[src/hdl/tepi_consts.vh]
// Constants for the transmit errored-packet insertion and counter block
`ifndef TEPI_CONSTS_VH
`define TEPI_CONSTS_VH

// Register indices (printed offsets are not all multiples of four)
`define TEPI_IDX_CTRL_LOW 8'hC4
`define TEPI_IDX_ERR_COUNT 8'hC6
`define TEPI_IDX_ERR_RATE 8'hC7
`define TEPI_IDX_DONE_STATUS 8'hC8
`define TEPI_IDX_DONE_LATCHED 8'hC9
`define TEPI_IDX_DONE_IRQ_EN 8'hCA
`define TEPI_IDX_PKT_B0 8'hCC
`define TEPI_IDX_PKT_B1 8'hCD
`define TEPI_IDX_PKT_B2 8'hCE
`define TEPI_IDX_BYTE_B0 8'hD0
`define TEPI_IDX_BYTE_B1 8'hD1
`define TEPI_IDX_BYTE_B2 8'hD2
`define TEPI_IDX_BYTE_B3 8'hD3
`define TEPI_IDX_PERF_UPDATE 8'hD6

// Byte address is four times the index
`define TEPI_ADDR_W 12
`define TEPI_ADDR_LSB 2
`define TEPI_IDX_W 10

// Field positions and values
`define TEPI_BIT_INITIATE 0
`define TEPI_BIT_FINISHED 0
`define TEPI_BIT_UPDATE 0
`define TEPI_COUNT_CONTINUOUS 8'hFF
`define TEPI_RATE_X_HI 3
`define TEPI_RATE_Y_HI 6
`define TEPI_RATE_Y_LO 4
`define TEPI_RATE_Y_MAX 3'h6
`define TEPI_RESET_BYTE 8'h00
`define TEPI_RESP_OKAY 2'h0
`define TEPI_RESP_SLVERR 2'h2

`endif

[src/hdl/tepi_rate_gen.v]
// Rate divider that flags one packet in every x times ten to the y, with y held at 6 at most
`include "tepi_consts.vh"

module tepi_rate_gen
(
    input wire clk,
    input wire rst,
    input wire restart,
    input wire [6:0] rate,
    input wire pkt_done,
    output reg hit
);

    // *****************************************************************
    // Period from rate code
    // *****************************************************************
    function [27:0] tepi_period;
        input [6:0] code;
        reg [2:0] y;
        reg [27:0] p;
        integer i;
        begin
            y = code[`TEPI_RATE_Y_HI:`TEPI_RATE_Y_LO];
            if (y > `TEPI_RATE_Y_MAX)
                y = `TEPI_RATE_Y_MAX;
            p = {24'h000000, code[`TEPI_RATE_X_HI:0]};
            for (i = 0; i < `TEPI_RATE_Y_MAX; i = i + 1)
                if (i < y)
                    p = p * 28'h000000A;
            tepi_period = p;
        end
    endfunction

    reg [27:0] cnt_q;
    wire [27:0] period = tepi_period(rate);

    // *****************************************************************
    // Packet counter
    // *****************************************************************
    always @(posedge clk or posedge rst)
    begin
        if (rst)
        begin
            cnt_q <= 28'h0000000;
            hit <= 1'b0;
        end
        else
        begin
            hit <= 1'b0;
            if (restart)
                cnt_q <= 28'h0000000;
            else if (pkt_done && period != 28'h0000000)
            begin
                if (cnt_q + 28'h0000001 >= period)
                begin
                    cnt_q <= 28'h0000000;
                    hit <= 1'b1;
                end
                else
                    cnt_q <= cnt_q + 28'h0000001;
            end
        end
    end

endmodule // tepi_rate_gen

[src/hdl/tepi_top.v]
// Transmit errored-packet insertion, finish flags and traffic counters
//
// Design decision made here: the AXI4-Lite register port.
`include "tepi_consts.vh"

module tepi_top
(
    input wire clk,
    input wire rst,
    input wire [`TEPI_ADDR_W-1:0] s_axi_awaddr,
    input wire s_axi_awvalid,
    output reg s_axi_awready,
    input wire [31:0] s_axi_wdata,
    input wire [3:0] s_axi_wstrb,
    input wire s_axi_wvalid,
    output reg s_axi_wready,
    output reg [1:0] s_axi_bresp,
    output reg s_axi_bvalid,
    input wire s_axi_bready,
    input wire [`TEPI_ADDR_W-1:0] s_axi_araddr,
    input wire s_axi_arvalid,
    output reg s_axi_arready,
    output reg [31:0] s_axi_rdata,
    output reg [1:0] s_axi_rresp,
    output reg s_axi_rvalid,
    input wire s_axi_rready,
    input wire tx_pkt_done,
    input wire tx_byte_valid,
    output reg tx_pkt_error,
    output reg irq
);

    // *****************************************************************
    // Registers
    // *****************************************************************
    reg [7:0] ctrl_low_q;
    reg [7:0] err_count_q;
    reg [7:0] err_rate_q;
    reg active_q;
    reg [7:0] sent_q;
    reg finished_q;
    reg finished_latched_q;
    reg irq_en_q;
    reg update_q;
    reg [23:0] pkt_run_q;
    reg [31:0] byte_run_q;
    reg [23:0] tx_packet_total_q;
    reg [31:0] tx_byte_total_q;

    reg [`TEPI_ADDR_W-1:0] awaddr_q;
    reg [31:0] wdata_q;
    reg [3:0] wstrb_q;
    reg aw_held_q;
    reg w_held_q;

    wire err_hit;
    wire start_run;
    wire wr_fire;
    wire [`TEPI_IDX_W-1:0] wr_idx;
    wire [`TEPI_IDX_W-1:0] rd_idx;
    wire wr_lane0;
    wire update_rise;
    wire run_stop;

    // *****************************************************************
    // Write channel capture, either order
    // *****************************************************************
    always @(posedge clk or posedge rst)
    begin
        if (rst)
        begin
            s_axi_awready <= 1'b1;
            s_axi_wready <= 1'b1;
            aw_held_q <= 1'b0;
            w_held_q <= 1'b0;
            awaddr_q <= {`TEPI_ADDR_W{1'b0}};
            wdata_q <= 32'h00000000;
            wstrb_q <= 4'h0;
            s_axi_bvalid <= 1'b0;
            s_axi_bresp <= `TEPI_RESP_OKAY;
        end
        else
        begin
            if (s_axi_awvalid && s_axi_awready)
            begin
                awaddr_q <= s_axi_awaddr;
                aw_held_q <= 1'b1;
                s_axi_awready <= 1'b0;
            end
            if (s_axi_wvalid && s_axi_wready)
            begin
                wdata_q <= s_axi_wdata;
                wstrb_q <= s_axi_wstrb;
                w_held_q <= 1'b1;
                s_axi_wready <= 1'b0;
            end
            if (wr_fire)
            begin
                aw_held_q <= 1'b0;
                w_held_q <= 1'b0;
                s_axi_bvalid <= 1'b1;
                s_axi_bresp <= wr_known(wr_idx) ? `TEPI_RESP_OKAY
                                                : `TEPI_RESP_SLVERR;
            end
            if (s_axi_bvalid && s_axi_bready)
            begin
                s_axi_bvalid <= 1'b0;
                s_axi_awready <= 1'b1;
                s_axi_wready <= 1'b1;
            end
        end
    end

    assign wr_fire = aw_held_q && w_held_q && !s_axi_bvalid;
    assign wr_idx = awaddr_q[`TEPI_ADDR_W-1:`TEPI_ADDR_LSB];
    assign wr_lane0 = wr_fire && wstrb_q[0];

    // *****************************************************************
    // Address decode helpers
    // *****************************************************************
    function wr_known;
        input [`TEPI_IDX_W-1:0] idx;
        begin
            case (idx)
                `TEPI_IDX_CTRL_LOW, `TEPI_IDX_ERR_COUNT,
                `TEPI_IDX_ERR_RATE, `TEPI_IDX_DONE_LATCHED,
                `TEPI_IDX_DONE_IRQ_EN, `TEPI_IDX_PERF_UPDATE:
                    wr_known = 1'b1;
                default:
                    wr_known = 1'b0;
            endcase
        end
    endfunction

    function wr_hits;
        input [`TEPI_IDX_W-1:0] idx;
        input [7:0] want;
        begin
            wr_hits = (idx == {2'b00, want});
        end
    endfunction

    // *****************************************************************
    // Control registers written by software
    // *****************************************************************
    assign start_run = wr_lane0 && wr_hits(wr_idx, `TEPI_IDX_CTRL_LOW)
                       && wdata_q[`TEPI_BIT_INITIATE];

    always @(posedge clk or posedge rst)
    begin
        if (rst)
        begin
            ctrl_low_q <= `TEPI_RESET_BYTE;
            err_count_q <= `TEPI_RESET_BYTE;
            err_rate_q <= `TEPI_RESET_BYTE;
            irq_en_q <= 1'b0;
            update_q <= 1'b0;
        end
        else if (wr_lane0)
        begin
            if (wr_hits(wr_idx, `TEPI_IDX_CTRL_LOW))
                ctrl_low_q <= wdata_q[7:0];
            if (wr_hits(wr_idx, `TEPI_IDX_ERR_COUNT))
                err_count_q <= wdata_q[7:0];
            if (wr_hits(wr_idx, `TEPI_IDX_ERR_RATE))
                err_rate_q <= wdata_q[7:0];
            if (wr_hits(wr_idx, `TEPI_IDX_DONE_IRQ_EN))
                irq_en_q <= wdata_q[`TEPI_BIT_FINISHED];
            if (wr_hits(wr_idx, `TEPI_IDX_PERF_UPDATE))
                update_q <= wdata_q[`TEPI_BIT_UPDATE];
        end
    end

    // *****************************************************************
    // Automatic insertion run
    // *****************************************************************
    tepi_rate_gen u_rate
    (
        .clk(clk),
        .rst(rst),
        .restart(start_run),
        .rate(err_rate_q[6:0]),
        .pkt_done(tx_pkt_done && active_q),
        .hit(err_hit)
    );

    // Insertion counts as disabled when initiate or rate x is zero
    assign run_stop = !ctrl_low_q[`TEPI_BIT_INITIATE]
                      || err_rate_q[`TEPI_RATE_X_HI:0] == 4'h0;

    always @(posedge clk or posedge rst)
    begin
        if (rst)
        begin
            active_q <= 1'b0;
            sent_q <= 8'h00;
            finished_q <= 1'b0;
            tx_pkt_error <= 1'b0;
        end
        else
        begin
            tx_pkt_error <= 1'b0;
            if (start_run)
            begin
                active_q <= 1'b1;
                sent_q <= 8'h00;
                finished_q <= 1'b0;
            end
            else if (active_q && run_stop)
            begin
                active_q <= 1'b0;
                finished_q <= 1'b0;
            end
            else if (!active_q && run_stop)
                finished_q <= 1'b0;
            else if (active_q && err_hit)
            begin
                tx_pkt_error <= 1'b1;
                if (err_count_q != `TEPI_COUNT_CONTINUOUS)
                begin
                    sent_q <= sent_q + 8'h01;
                    if (sent_q + 8'h01 >= err_count_q)
                    begin
                        active_q <= 1'b0;
                        finished_q <= 1'b1;
                    end
                end
            end
        end
    end

    // *****************************************************************
    // Latched flag and interrupt
    // *****************************************************************
    reg finished_prev_q;

    always @(posedge clk or posedge rst)
    begin
        if (rst)
        begin
            finished_prev_q <= 1'b0;
            finished_latched_q <= 1'b0;
            irq <= 1'b0;
        end
        else
        begin
            finished_prev_q <= finished_q;
            if (finished_q && !finished_prev_q)
                finished_latched_q <= 1'b1;
            else if (wr_lane0 && wr_hits(wr_idx, `TEPI_IDX_DONE_LATCHED)
                     && wdata_q[`TEPI_BIT_FINISHED])
                finished_latched_q <= 1'b0;
            irq <= finished_latched_q && irq_en_q;
        end
    end

    // *****************************************************************
    // Traffic counters with snapshot on update rise
    // *****************************************************************
    reg update_prev_q;
    assign update_rise = update_q && !update_prev_q;

    always @(posedge clk or posedge rst)
    begin
        if (rst)
        begin
            update_prev_q <= 1'b0;
            pkt_run_q <= 24'h000000;
            byte_run_q <= 32'h00000000;
            tx_packet_total_q <= 24'h000000;
            tx_byte_total_q <= 32'h00000000;
        end
        else
        begin
            update_prev_q <= update_q;
            if (update_rise)
            begin
                tx_packet_total_q <= pkt_run_q
                    + {23'h000000, tx_pkt_done};
                tx_byte_total_q <= byte_run_q
                    + {31'h00000000, tx_byte_valid};
                pkt_run_q <= 24'h000000;
                byte_run_q <= 32'h00000000;
            end
            else
            begin
                if (tx_pkt_done)
                    pkt_run_q <= pkt_run_q + 24'h000001;
                if (tx_byte_valid)
                    byte_run_q <= byte_run_q + 32'h00000001;
            end
        end
    end

    // *****************************************************************
    // Read channel
    // *****************************************************************
    assign rd_idx = s_axi_araddr[`TEPI_ADDR_W-1:`TEPI_ADDR_LSB];

    always @(posedge clk or posedge rst)
    begin
        if (rst)
        begin
            s_axi_arready <= 1'b1;
            s_axi_rvalid <= 1'b0;
            s_axi_rdata <= 32'h00000000;
            s_axi_rresp <= `TEPI_RESP_OKAY;
        end
        else if (s_axi_rvalid)
        begin
            if (s_axi_rready)
            begin
                s_axi_rvalid <= 1'b0;
                s_axi_arready <= 1'b1;
            end
        end
        else if (s_axi_arvalid)
        begin
            s_axi_arready <= 1'b0;
            s_axi_rvalid <= 1'b1;
            s_axi_rresp <= `TEPI_RESP_OKAY;
            s_axi_rdata <= 32'h00000000;
            case (rd_idx[7:0] & {8{rd_idx[9:8] == 2'b00}})
                `TEPI_IDX_CTRL_LOW:
                    s_axi_rdata[7:0] <= {ctrl_low_q[7:1], 1'b0};
                `TEPI_IDX_ERR_COUNT:
                    s_axi_rdata[7:0] <= err_count_q;
                `TEPI_IDX_ERR_RATE:
                    s_axi_rdata[7:0] <= err_rate_q;
                `TEPI_IDX_DONE_STATUS:
                    s_axi_rdata[0] <= finished_q;
                `TEPI_IDX_DONE_LATCHED:
                    s_axi_rdata[0] <= finished_latched_q;
                `TEPI_IDX_DONE_IRQ_EN:
                    s_axi_rdata[0] <= irq_en_q;
                `TEPI_IDX_PKT_B0:
                    s_axi_rdata[7:0] <= tx_packet_total_q[7:0];
                `TEPI_IDX_PKT_B1:
                    s_axi_rdata[7:0] <= tx_packet_total_q[15:8];
                `TEPI_IDX_PKT_B2:
                    s_axi_rdata[7:0] <= tx_packet_total_q[23:16];
                `TEPI_IDX_BYTE_B0:
                    s_axi_rdata[7:0] <= tx_byte_total_q[7:0];
                `TEPI_IDX_BYTE_B1:
                    s_axi_rdata[7:0] <= tx_byte_total_q[15:8];
                `TEPI_IDX_BYTE_B2:
                    s_axi_rdata[7:0] <= tx_byte_total_q[23:16];
                `TEPI_IDX_BYTE_B3:
                    s_axi_rdata[7:0] <= tx_byte_total_q[31:24];
                `TEPI_IDX_PERF_UPDATE:
                    s_axi_rdata[0] <= update_q;
                default:
                    s_axi_rresp <= `TEPI_RESP_SLVERR;
            endcase
        end
    end

endmodule // tepi_top

[config.mk]
export PLATFORM = sky130hd
export DESIGN_NAME = tepi_top
export DESIGN_NICKNAME = d
export VERILOG_FILES = /design/src/hdl/tepi_rate_gen.v /design/src/hdl/tepi_top.v
export VERILOG_INCLUDE_DIRS = /design/src /design/src/hdl
export SDC_FILE = /design/constraint.sdc
export NUM_CORES = 1
export LEC_CHECK = 0
export BUFFER_PORTS_ARGS = -buffer_cell sky130_fd_sc_hd__buf_2
export CORE_ASPECT_RATIO = 1.4
export CORE_UTILIZATION = 35
export DETAILED_ROUTE_END_ITERATION = 8
export MAX_ROUTING_LAYER = met4
export PLACE_DENSITY = 0.51
export SYNTH_ARGS = -nofsm -noshare
export SYNTH_HDL_FRONTEND = slang
export SYNTH_SLANG_ARGS = --single-unit
[constraint.sdc]
create_clock -name clk -period 29.9 [get_ports clk]
set_input_delay 1.495 -clock clk [delete_from_list [all_inputs] [get_ports clk]]
set_output_delay 1.495 -clock clk [all_outputs]
set_load 0.01 [all_outputs]
# [After elaboration in Yosys (flattened, before gate mapping)]
# Index checks and enable logic that the tools add are counted.
[word_totals] elab_cells=199 ff_bits=222
[classes] n_reduce_logical=57 multipliers=6 eq_ne=25 n_bitwise=2 n_mux=62 order_cmp=9 n_addsub=6
[op_table] op="2-to-1 mux 28 bit" count=8
[op_table] op="equality test 8 bit (second input constant)" count=14
[op_table] op="multiplier 28 x 3 -> 27 bit (second input constant)" count=4
[op_table] op="case mux 7 bit (10 select lines)" count=1
[op_table] op="2-to-1 mux 32 bit" count=2
[op_table] op="equality test 10 x 8 -> 1 bit (second input constant)" count=6
[op_table] op="2-to-1 mux 24 bit" count=2
[op_table] op="2-to-1 mux 8 bit" count=6
[op_table] op="2-to-1 mux 1 bit" count=39
[op_table] op="adder 32 x 1 -> 32 bit" count=1
[op_table] op="adder 32 x 1 -> 32 bit (second input constant)" count=1
[op_table] op="adder 28 x 1 -> 28 bit (second input constant)" count=1
[op_table] op="greater-or-equal comparator 28 bit" count=1
[op_table] op="nonzero test 28 bit" count=1
[op_table] op="adder 24 x 1 -> 24 bit" count=1
[op_table] op="adder 24 x 1 -> 24 bit (second input constant)" count=1
[op_table] op="nonzero test 2 bit" count=12
[op_table] op="logical AND 1 bit" count=18
[op_table] op="AND reduction 2 bit" count=7
[op_table] op="OR reduction 14 bit" count=1
[op_table] op="case mux 1 bit (13 select lines)" count=1
[op_table] op="nonzero test 4 bit" count=3
[op_table] op="multiplier 8 x 3 -> 11 bit (second input constant)" count=1
[op_table] op="nonzero test 3 bit" count=3
[op_table] op="22 further kinds" count=32

# [Depth between registers and ports, before layout]
# Gate-level depths: netlist of the first run.
[logic_depth] ltp_word=18 depth_mapped=64 mapped_depth_nobuf=59

# [By module]
# From an unflattened synthesis of the first run, not the netlist that was laid out.
[unflattened] cells_unflattened=2178 area_unflattened_um2=18592.8
[by_module_without_submodules] module="tepi_top" n_inst=1 cells_each=1052 area_each_um2=10113.4
[by_module_without_submodules] module="tepi_rate_gen" n_inst=1 cells_each=1126 area_each_um2=8479.4

# [Worst setup path before layout of the first run]
# OpenSTA, ideal clock, no wires.
[synth_path] path_type="reg2reg" from="reg err_rate_q[6]" to="reg u_rate.cnt_q[21]" arrival_time_ns=11.969 stages_incl_launch_ff=59 path_slack_ns=17.853 setup_ns=0.078 cell_sequence="dfrtp_1 > clkbuf_1 > clkbuf_1 > buf_1 > nor3_1 > mux2i_1 > inv_1 > ha_1 > ha_1 > a211oi_1 > nor2_1 > xnor2_1 > o22ai_1 > ha_1 > ha_1 > a21oi_1 > o21ai_1 > xnor2_1 > [23 not listed] > nand2_1 > a221oi_4 > nand2_1 > a21boi_0 > xor2_1 > o22ai_1 > inv_1 > ha_1 > a21o_1 > a21o_1 > a21o_1 > a21o_1 > a21oi_1 > o21ai_0 > a21oi_1 > nand2_1 > or4b_2 > a21oi_1"
[synth_between] elab_chain_cells=18
[synth_rtl] element="start, declared" line_no="tepi_top.v:38" rtl="reg [7:0] err_rate_q;"
[synth_rtl] element="start signal, assigned" line_no="tepi_top.v:155" rtl="err_rate_q <= `TEPI_RESET_BYTE;"
[synth_rtl] element="start signal, assigned" line_no="tepi_top.v:166" rtl="err_rate_q <= wdata_q[7:0];"
[synth_rtl] element="greater-than comparator 3 bit (no source line)"
[synth_rtl] element="2-to-1 mux 3 bit (*)" line_no="tepi_rate_gen.v:24" rtl="if (y > `TEPI_RATE_Y_MAX)"
[synth_rtl] element="< comparator 1 x 3 -> 1 bit" line_no="tepi_rate_gen.v:28" rtl="if (i < y)"
[synth_rtl] element="2-to-1 mux 8 bit" line_no="tepi_rate_gen.v:28"
[synth_rtl] element="multiplier 8 x 3 -> 11 bit" line_no="tepi_rate_gen.v:29" rtl="p = p * 28'h000000A;"
[synth_rtl] element="2-to-1 mux 28 bit" line_no="tepi_rate_gen.v:28"
[synth_rtl] element="multiplier 28 x 3 -> 27 bit" line_no="tepi_rate_gen.v:29"
[synth_rtl] element="2-to-1 mux 28 bit" line_no="tepi_rate_gen.v:28"
[synth_rtl] element="[2 not listed]"
[synth_rtl] element="multiplier 28 x 3 -> 27 bit" line_no="tepi_rate_gen.v:29"
[synth_rtl] element="2-to-1 mux 28 bit" line_no="tepi_rate_gen.v:28"
[synth_rtl] element="multiplier 28 x 3 -> 27 bit" line_no="tepi_rate_gen.v:29"
[synth_rtl] element="2-to-1 mux 28 bit (*)" line_no="tepi_rate_gen.v:28"
[synth_rtl] element="greater-or-equal comparator 28 bit" line_no="tepi_rate_gen.v:54" rtl="if (cnt_q + 28'h0000001 >= period)"
[synth_rtl] element="2-to-1 mux 28 bit" line_no="tepi_rate_gen.v:54"
[synth_rtl] element="2-to-1 mux 28 bit" line_no="tepi_rate_gen.v:52" rtl="else if (pkt_done && period != 28'h0000000)"
[synth_rtl] element="2-to-1 mux 28 bit" line_no="tepi_rate_gen.v:50" rtl="if (restart)"
[synth_rtl] element="end signal, assigned" line_no="tepi_rate_gen.v:60" rtl="cnt_q <= cnt_q + 28'h0000001;"
[synth_rtl] element="end, declared" line_no="tepi_rate_gen.v:34" rtl="reg [27:0] cnt_q;"
# Mark *: on every way between the ends. The rest lies on a longest branch, timed or not. The select of a mux whose other input is x is not followed.
# A chain may end at the register's enable or synchronous reset.

# [Worst setup path in the final report of the first run]
[layout_path] from="reg err_rate_q[3]" to="reg u_rate.cnt_q[0]"
[layout_between] elab_chain_cells=16
[layout_rtl] element="multiplier 4 x 3 -> 7 bit" line_no="tepi_rate_gen.v:29"
[layout_rtl] element="2-to-1 mux 8 bit (*)" line_no="tepi_rate_gen.v:28"
[layout_rtl] element="multiplier 8 x 3 -> 11 bit" line_no="tepi_rate_gen.v:29"
[layout_rtl] element="2-to-1 mux 28 bit (*)" line_no="tepi_rate_gen.v:28"
[layout_rtl] element="multiplier 28 x 3 -> 27 bit" line_no="tepi_rate_gen.v:29"
[layout_rtl] element="2-to-1 mux 28 bit (*)" line_no="tepi_rate_gen.v:28"
[layout_rtl] element="multiplier 28 x 3 -> 27 bit" line_no="tepi_rate_gen.v:29"
[layout_rtl] element="2-to-1 mux 28 bit (*)" line_no="tepi_rate_gen.v:28"
[layout_rtl] element="multiplier 28 x 3 -> 27 bit" line_no="tepi_rate_gen.v:29"
[layout_rtl] element="2-to-1 mux 28 bit (*)" line_no="tepi_rate_gen.v:28"
[layout_rtl] element="multiplier 28 x 3 -> 27 bit" line_no="tepi_rate_gen.v:29"
[layout_rtl] element="2-to-1 mux 28 bit (*)" line_no="tepi_rate_gen.v:28"
[layout_rtl] element="greater-or-equal comparator 28 bit" line_no="tepi_rate_gen.v:54"
[layout_rtl] element="2-to-1 mux 28 bit" line_no="tepi_rate_gen.v:54"
[layout_rtl] element="2-to-1 mux 28 bit" line_no="tepi_rate_gen.v:52"
[layout_rtl] element="2-to-1 mux 28 bit" line_no="tepi_rate_gen.v:50"
# Marked as above.

==> flow_metrics.tcl, run 1 <==
set metrics [dict create \
    htree_num_levels 1 \
    synth_seq_area_share_pct 30.2 \
    async_reset_ff_share_pct 100 \
    status "completed" \
    crit_top_cell "ha_1" \
    grt_pass1_vias 15200 \
    cts-root-buf "clkbuf_16" \
    fmax_ghz 0.0705 \
    cts_resized 0 \
    final_hold_viol_count 0 \
    port_buffers 54 \
    hp-class "flip-flop to flip-flop" \
    crit_slowest_cell "dfrtp_1" \
    cts_setup_buffers 0 \
    viasPerCell 5.40 \
    ir_drop_mv 0.0454 \
    syn_area_per_cell_um2 8.49 \
    syn_area_um2 18100 \
    path_max_fanout 22 \
    synth_seq_cells 218 \
    cellPowerDensity_nw_per_um2 42.1 \
    synthTopCellsByArea "dfrtp_1 (30%), ha_1 (12%), nand2_1 (5.6%)" \
    rows 98 \
    maxCapViolCount 0 \
    insertion_delay_ns 0.53 \
    crit_type "flip-flop to flip-flop" \
    cp-start-kind "flip-flop" \
    p_leak_nw 9.11 \
    dp.cells 2761 \
    netlist_top_cells_count "nand2_1 (268), nor2_1 (227), dfrtp_1 (215), ha_1 (174), o21ai_0 (124)" \
    required_ns 30.36 \
    rsz0062_at_grt "false" \
    setup_tns_ns 0 \
    worst_slew_pin_slew_ns 0.921 \
    synth-edff-count 0 \
    cts_inserted_buffers 22 \
    min_period_over_period_pct 47.5 \
    grt_usage_pct 19.7 \
    dr.pass1.iters 6 \
    clk_path_buf_depth 3 \
    dieArea_um2 52500 \
    die_h_um 271 \
    place_congestion 0.900 \
    fin_crit_ns 14.19 \
    final.setup_skew_ns 0.0211 \
    routed_wl_um 50300 \
    num_vias 15100 \
    reg2reg_slack_ns 15.71 \
    synth.lib_cells_used.distinct 99 \
    overflow 0 \
    post-route-drc-count 0 \
    netlist_instances 2127 \
    drtAntennaViolNets 0 \
    cts_tree "built" \
    grt_max_degree 109 \
    pin_count 112 \
    synth_most_common_cell "nand2_1" \
    grt_pass1_wl_um 82000 \
    drt_iter0_drc 883 \
    max_stage_delay_ns 0.65 \
    synthToLayoutAreaGrowth_pct 8.18 \
    final_cells 2802 \
    clock_sinks 218 \
    wl_per_cell_um 17.9 \
    setup_viol 0 \
    dp_hpwl_um 39300 \
    cp-end-kind "flip-flop" \
    yosys.area.top_type "dfrtp_1" \
    core_area_um2 51000 \
    synth-main-ff-cell "dfrtp_1" \
    yosys_warnings 0 \
    slew_viol_final 0 \
    relSlewSlack_pct 38.6 \
    hold_buffers 0 \
    synth_top_area_share_pct 29.8 \
    die_x_um 194 \
    antenna_found_initial 1 \
    cts.clk_slew.worst_paths_ns 0.07 \
    drive_gt1_share_pct 9.02 \
    crit_arrival_ns 14.65 \
    start_util_pct 35.4 \
    fin_nets 2384 \
]
## power breakdown
part           leakage, nW  switching [mW]  internal, mW
Clock                0.370           0.122         0.164
Combinational         6.09          0.0699        0.0583
Sequential            2.65          0.0560         0.353
Total                 9.11           0.248         0.575
## sequential cells by signal (all words and copies together), names as in the netlist, 8 cells and up
name               cells
s_axi_rdata            8
byte_run_q            32
err_rate_q             8
err_count_q            8
tx_packet_total_q     24
tx_byte_total_q       32
u_rate.cnt_q          28
awaddr_q              10
pkt_run_q             24
wdata_q                8
sent_q                 8
ctrl_low_q             8
## critical path, delay by kind of cell (launching register included)
| family | cells | cell delay, ns |
|---|---|---|
| compound gates | 24 | 5.65 |
| fa+ha+maj | 13 | 4.47 |
| simple gates | 9 | 1.68 |
| xor+xnor | 6 | 1.24 |
| flops | 1 | 0.65 |
| mux | 1 | 0.27 |
| buf+inv | 1 | 0.18 |
## metal layers
layer / wire length (um) / track usage, %
met3: 1070 / 0.985
met2: 26600 / 36.7
met4: 1630 / 6.85
met5: 0 / -
met1: 21000 / 22.3
## path summary, 6_finish.rpt
kind                                            from                              to  depth (start not counted)
setup / recovery           err_rate_q[3]$_DFFE_PP0P_     u_rate.cnt_q[0]$_DFFE_PP0P_                         54
hold / removal             finished_prev_q$_DFF_PP0_  finished_latched_q$_DFFE_PP0P_                          1
setup reg to reg           err_rate_q[3]$_DFFE_PP0P_     u_rate.cnt_q[0]$_DFFE_PP0P_                         54
hold reg to reg            finished_prev_q$_DFF_PP0_  finished_latched_q$_DFFE_PP0P_                          1
max in group asynchronous                        rst       pkt_run_q[16]$_DFFE_PP0P_                          3
min in group asynchronous                        rst      byte_run_q[24]$_DFFE_PP0P_                          2
## kinds of logic (layout without fill, tap and decap cells)
logic type / Yosys count / after routing / synth area share, %
adder cells (fa/ha/maj): 180 / 180 / 12.7
AO/OA/AOI/OAI: 477 / 477 / 17.8
multiplexers: 65 / 65 / 3.98
buffers and inverters: 177 / 176 / 4.55
other: 1 / 27 / 0.0208
AND/OR/NAND/NOR: 814 / 814 / 21.3
XOR/XNOR: 195 / 195 / 9.45
flip-flops: 218 / 218 / 30.2
## layout make-up
type / count / area, um2
timing repair buffer: 69 / 383
antenna: 1 / 2.50
fill: 5240 / 31500
sequential: 218 / 5460
inverter: 67 / 259
clock inverter: 11 / 120
multi-input combinational: 1757 / 11900
clock buffer: 29 / 617
tap: 650 / 813
## metrics by stage
step	hold WS, ns	power [mW]	cell area [um2]	util, %	setup slack, ns
after floorplan	0.390	0.497	18200	-	17.85
after global placement	0.409	0.539	18800	36.9	15.83
after detailed placement	0.428	0.544	18800	36.9	15.70
after CTS	0.430	0.835	19500	38.3	15.66
after global routing	0.485	0.868	19500	38.3	14.77
final	0.432	0.823	19500	38.3	15.71
## layout by cell type, fill, tap and decap left out, drive strengths merged, types with 29 or more instances in the layout
| cell type | count |
|---|---|
| buf | 69 |
| xor2 | 101 |
| nand2 | 268 |
| nand4 | 44 |
| inv | 67 |
| a21o | 33 |
| nor3 | 34 |
| and3 | 36 |
| a21oi | 106 |
| ha | 174 |
| mux2 | 45 |
| nand3 | 67 |
| o21ai | 131 |
| dfrtp | 215 |
| clkbuf | 29 |
| xnor2 | 94 |
| nor2 | 228 |
No activity file was read; power rests on OpenSTA's default activity.
==> inputs of run 2 (changes only) <==
Settings changed: PLACE_DENSITY 0.51 to 0.53.
Clock period 29.9 ns to 12.34 ns, I/O delays scaled along.
==> run 2 against run 1 <==
  * Sequential cell count is the same
  * Critical path depth is 2 higher
  * Clock power rose by 120%
  * Critical path type unchanged
==> flow_metrics.tcl, run 2 (same netlist as run 1, synthesis figures left out) <==
set metrics [dict create \
    relSlewSlack_pct 18.7 \
    grt_pass1_wl_um 83300 \
    hp-class "input port to asynchronous set/reset pin" \
    dieArea_um2 52500 \
    pin_count 112 \
    r2r-end "u_rate.cnt_q[0]$_DFFE_PP0P_" \
    crit_type "flip-flop to flip-flop" \
    port_buffers 54 \
    clkPwrFrac_pct 32.9 \
    p_leak_nw 9.78 \
    reg2reg_from "err_rate_q[1]$_DFFE_PP0P_" \
    layout_commonest_cell "nand2_1" \
    hold_slack_ns 0.236 \
    overflow 0 \
    grt_busiest_layer "met2" \
    cts-root-buf "clkbuf_16" \
    drive_gt1_share_pct 17.3 \
    cp-end-kind "flip-flop" \
    clock_sinks 218 \
    fmax_ghz 0.0851 \
    core_area_um2 51000 \
    required_ns 12.73 \
    wl_per_cell_um 17.6 \
    dr.pass1.iters 6 \
    max_stage_delay_ns 0.46 \
    dp_hpwl_um 40200 \
    crit_top_cell "ha_1" \
    cpLargestDelayFamily "adder cells" \
    multi_input_area_um2 12300 \
    grt_usage_pct 20.0 \
    antenna_found_initial 0 \
    reg2reg_slack_ns 0.58 \
    crit_start "err_rate_q[1]$_DFFE_PP0P_" \
    maxCapViolCount 0 \
    cts.clk_slew.worst_paths_ns 0.06 \
    rows 98 \
    final.setup_skew_ns 0.0211 \
    layout_common_cells "nand2_1 (264), nor2_1 (221), dfrtp_1 (214)" \
    grt_use_met3_pct 0.885 \
    p_sw_share_pct 30.5 \
    crit_slowest_cell "a2111o_1" \
    switching_power_mw 0.596 \
    final_hold_viol_count 0 \
    grt_max_degree 120 \
    die_h_um 271 \
    drt_iter0_drc 848 \
    p_int_mw 1.35 \
    cellPowerDensity_nw_per_um2 93.3 \
    p_seq_share_pct 50.8 \
    use_met2_pct 37.8 \
    synthToLayoutAreaGrowth_pct 15.7 \
    clk_path_buf_depth 3 \
    path_max_fanout 17 \
    global_route.usage.met1_pct 22.0 \
    nFillCells 5185 \
    status "completed" \
    start_util_pct 35.4 \
    htree_num_levels 1 \
    min_period_over_period_pct 95.3 \
    slew_viol_final 0 \
    die_x_um 194 \
    fin_util_pct 41.0 \
    fin_crit_ns 11.76 \
    post-route-drc-count 0 \
    worst_slew_pin_slew_ns 1.22 \
    ir_drop_mv 0.107 \
    place_congestion 0.925 \
    setup_viol 0 \
    worstRegToRegCells 56 \
    pwr-share-comb_pct 16.3 \
    cts_inserted_buffers 22 \
    cts_tree "built" \
    crit_arrival_ns 12.15 \
    hold_buffers 0 \
    cp-start-kind "flip-flop" \
    drtAntennaViolNets 0 \
    num_vias 15800 \
    antenna_cells 0 \
    grt_pass1_vias 15900 \
    fin_nets 2513 \
    reg_top3 "byte_run_q x32, tx_byte_total_q x32, u_rate.cnt_q x28" \
    final-seq-area_um2 5460 \
    routed_wl_um 51600 \
    viasPerCell 5.40 \
    insertion_delay_ns 0.53 \
    cp_num_buf_inv 7 \
]
[run 2: cell types whose count changed in the layout (fill, tap and decap cells not counted), sizes merged]
cell and delta:
buf +129, clkinv -5, clkbuf +4, bufinv -2, clkinvlp +1, diode -1
inv -1
[run 2: routing by layer]
metal | routed length [um] | up-vias
met5 | 0 | -
met3 | 1230 | 97
met1 | 20900 | 7639
met4 | 1770 | 0
li1 | - | 7803
met2 | 27800 | 280
[run 2: power by group through the flow]
| stage | clock (mW) | combinational [mW] | sequential (mW) |
|---|---|---|---|
| 2_1_floorplan | 0 | 0.259 | 0.945 |
| 5_1_grt | 0.682 | 0.366 | 1.01 |
| 4_1_cts | 0.658 | 0.321 | 0.990 |
| 3_5_place_dp | 0 | 0.318 | 1.00 |
| 3_3_place_gp | 0 | 0.310 | 0.998 |
| 6_report | 0.641 | 0.319 | 0.991 |
[run 2: worst max-delay path by stage]
stage                                              end  cells past startpoint
after floorplan           u_rate.cnt_q[21]$_DFFE_PP0P_                     58
after global placement    u_rate.cnt_q[26]$_DFFE_PP0P_                     58
after detailed placement  u_rate.cnt_q[26]$_DFFE_PP0P_                     58
after CTS                 u_rate.cnt_q[26]$_DFFE_PP0P_                     58
after global routing      u_rate.cnt_q[26]$_DFFE_PP0P_                     57
final                      u_rate.cnt_q[0]$_DFFE_PP0P_                     56
[run 2: timing repair]
item	in CTS	in global routing
gates resized for setup	4	100
setup endpoints to repair	16	29
pin swaps	3	27
buffers inserted	1	13
[run 2: final cells by class]
cell class              instances  share of cell area (%)
well taps                     650                    3.89
inverters                      67                    1.24
repair buffers                198                    6.54
multi-input cells            1757                    59.0
clock buffers                  33                    3.03
clock inverters                 4                   0.126
flip-flops and latches        218                    26.1
[run 2: worst reg2reg max path: cells and delay by family, from the launching register on]
kind / cells / cell delay (ns)
muxes: 1 / 0.27
xor gates and xnor gates: 3 / 0.59
and+or+nand+nor: 16 / 2.24
AOI/OAI and AO/OA: 16 / 3.33
DFF: 1 / 0.38
buffers and inverters: 7 / 1.04
adders and majority gates: 13 / 3.79
[run 2: through the flow]
step	setup TNS [ns]	total power, mW	cells	cell area, um2	setup WS (ns)
3_3_place_gp	-0.380	1.31	2876	19700	-0.129
6_report	0	1.95	2927	20900	0.584
4_1_cts	0	1.97	2914	20400	0.0135
2_1_floorplan	0	1.20	2152	18200	0.293
3_5_place_dp	-0.771	1.32	2876	19700	-0.178
5_1_grt	-0.578	2.06	2927	20900	-0.0814
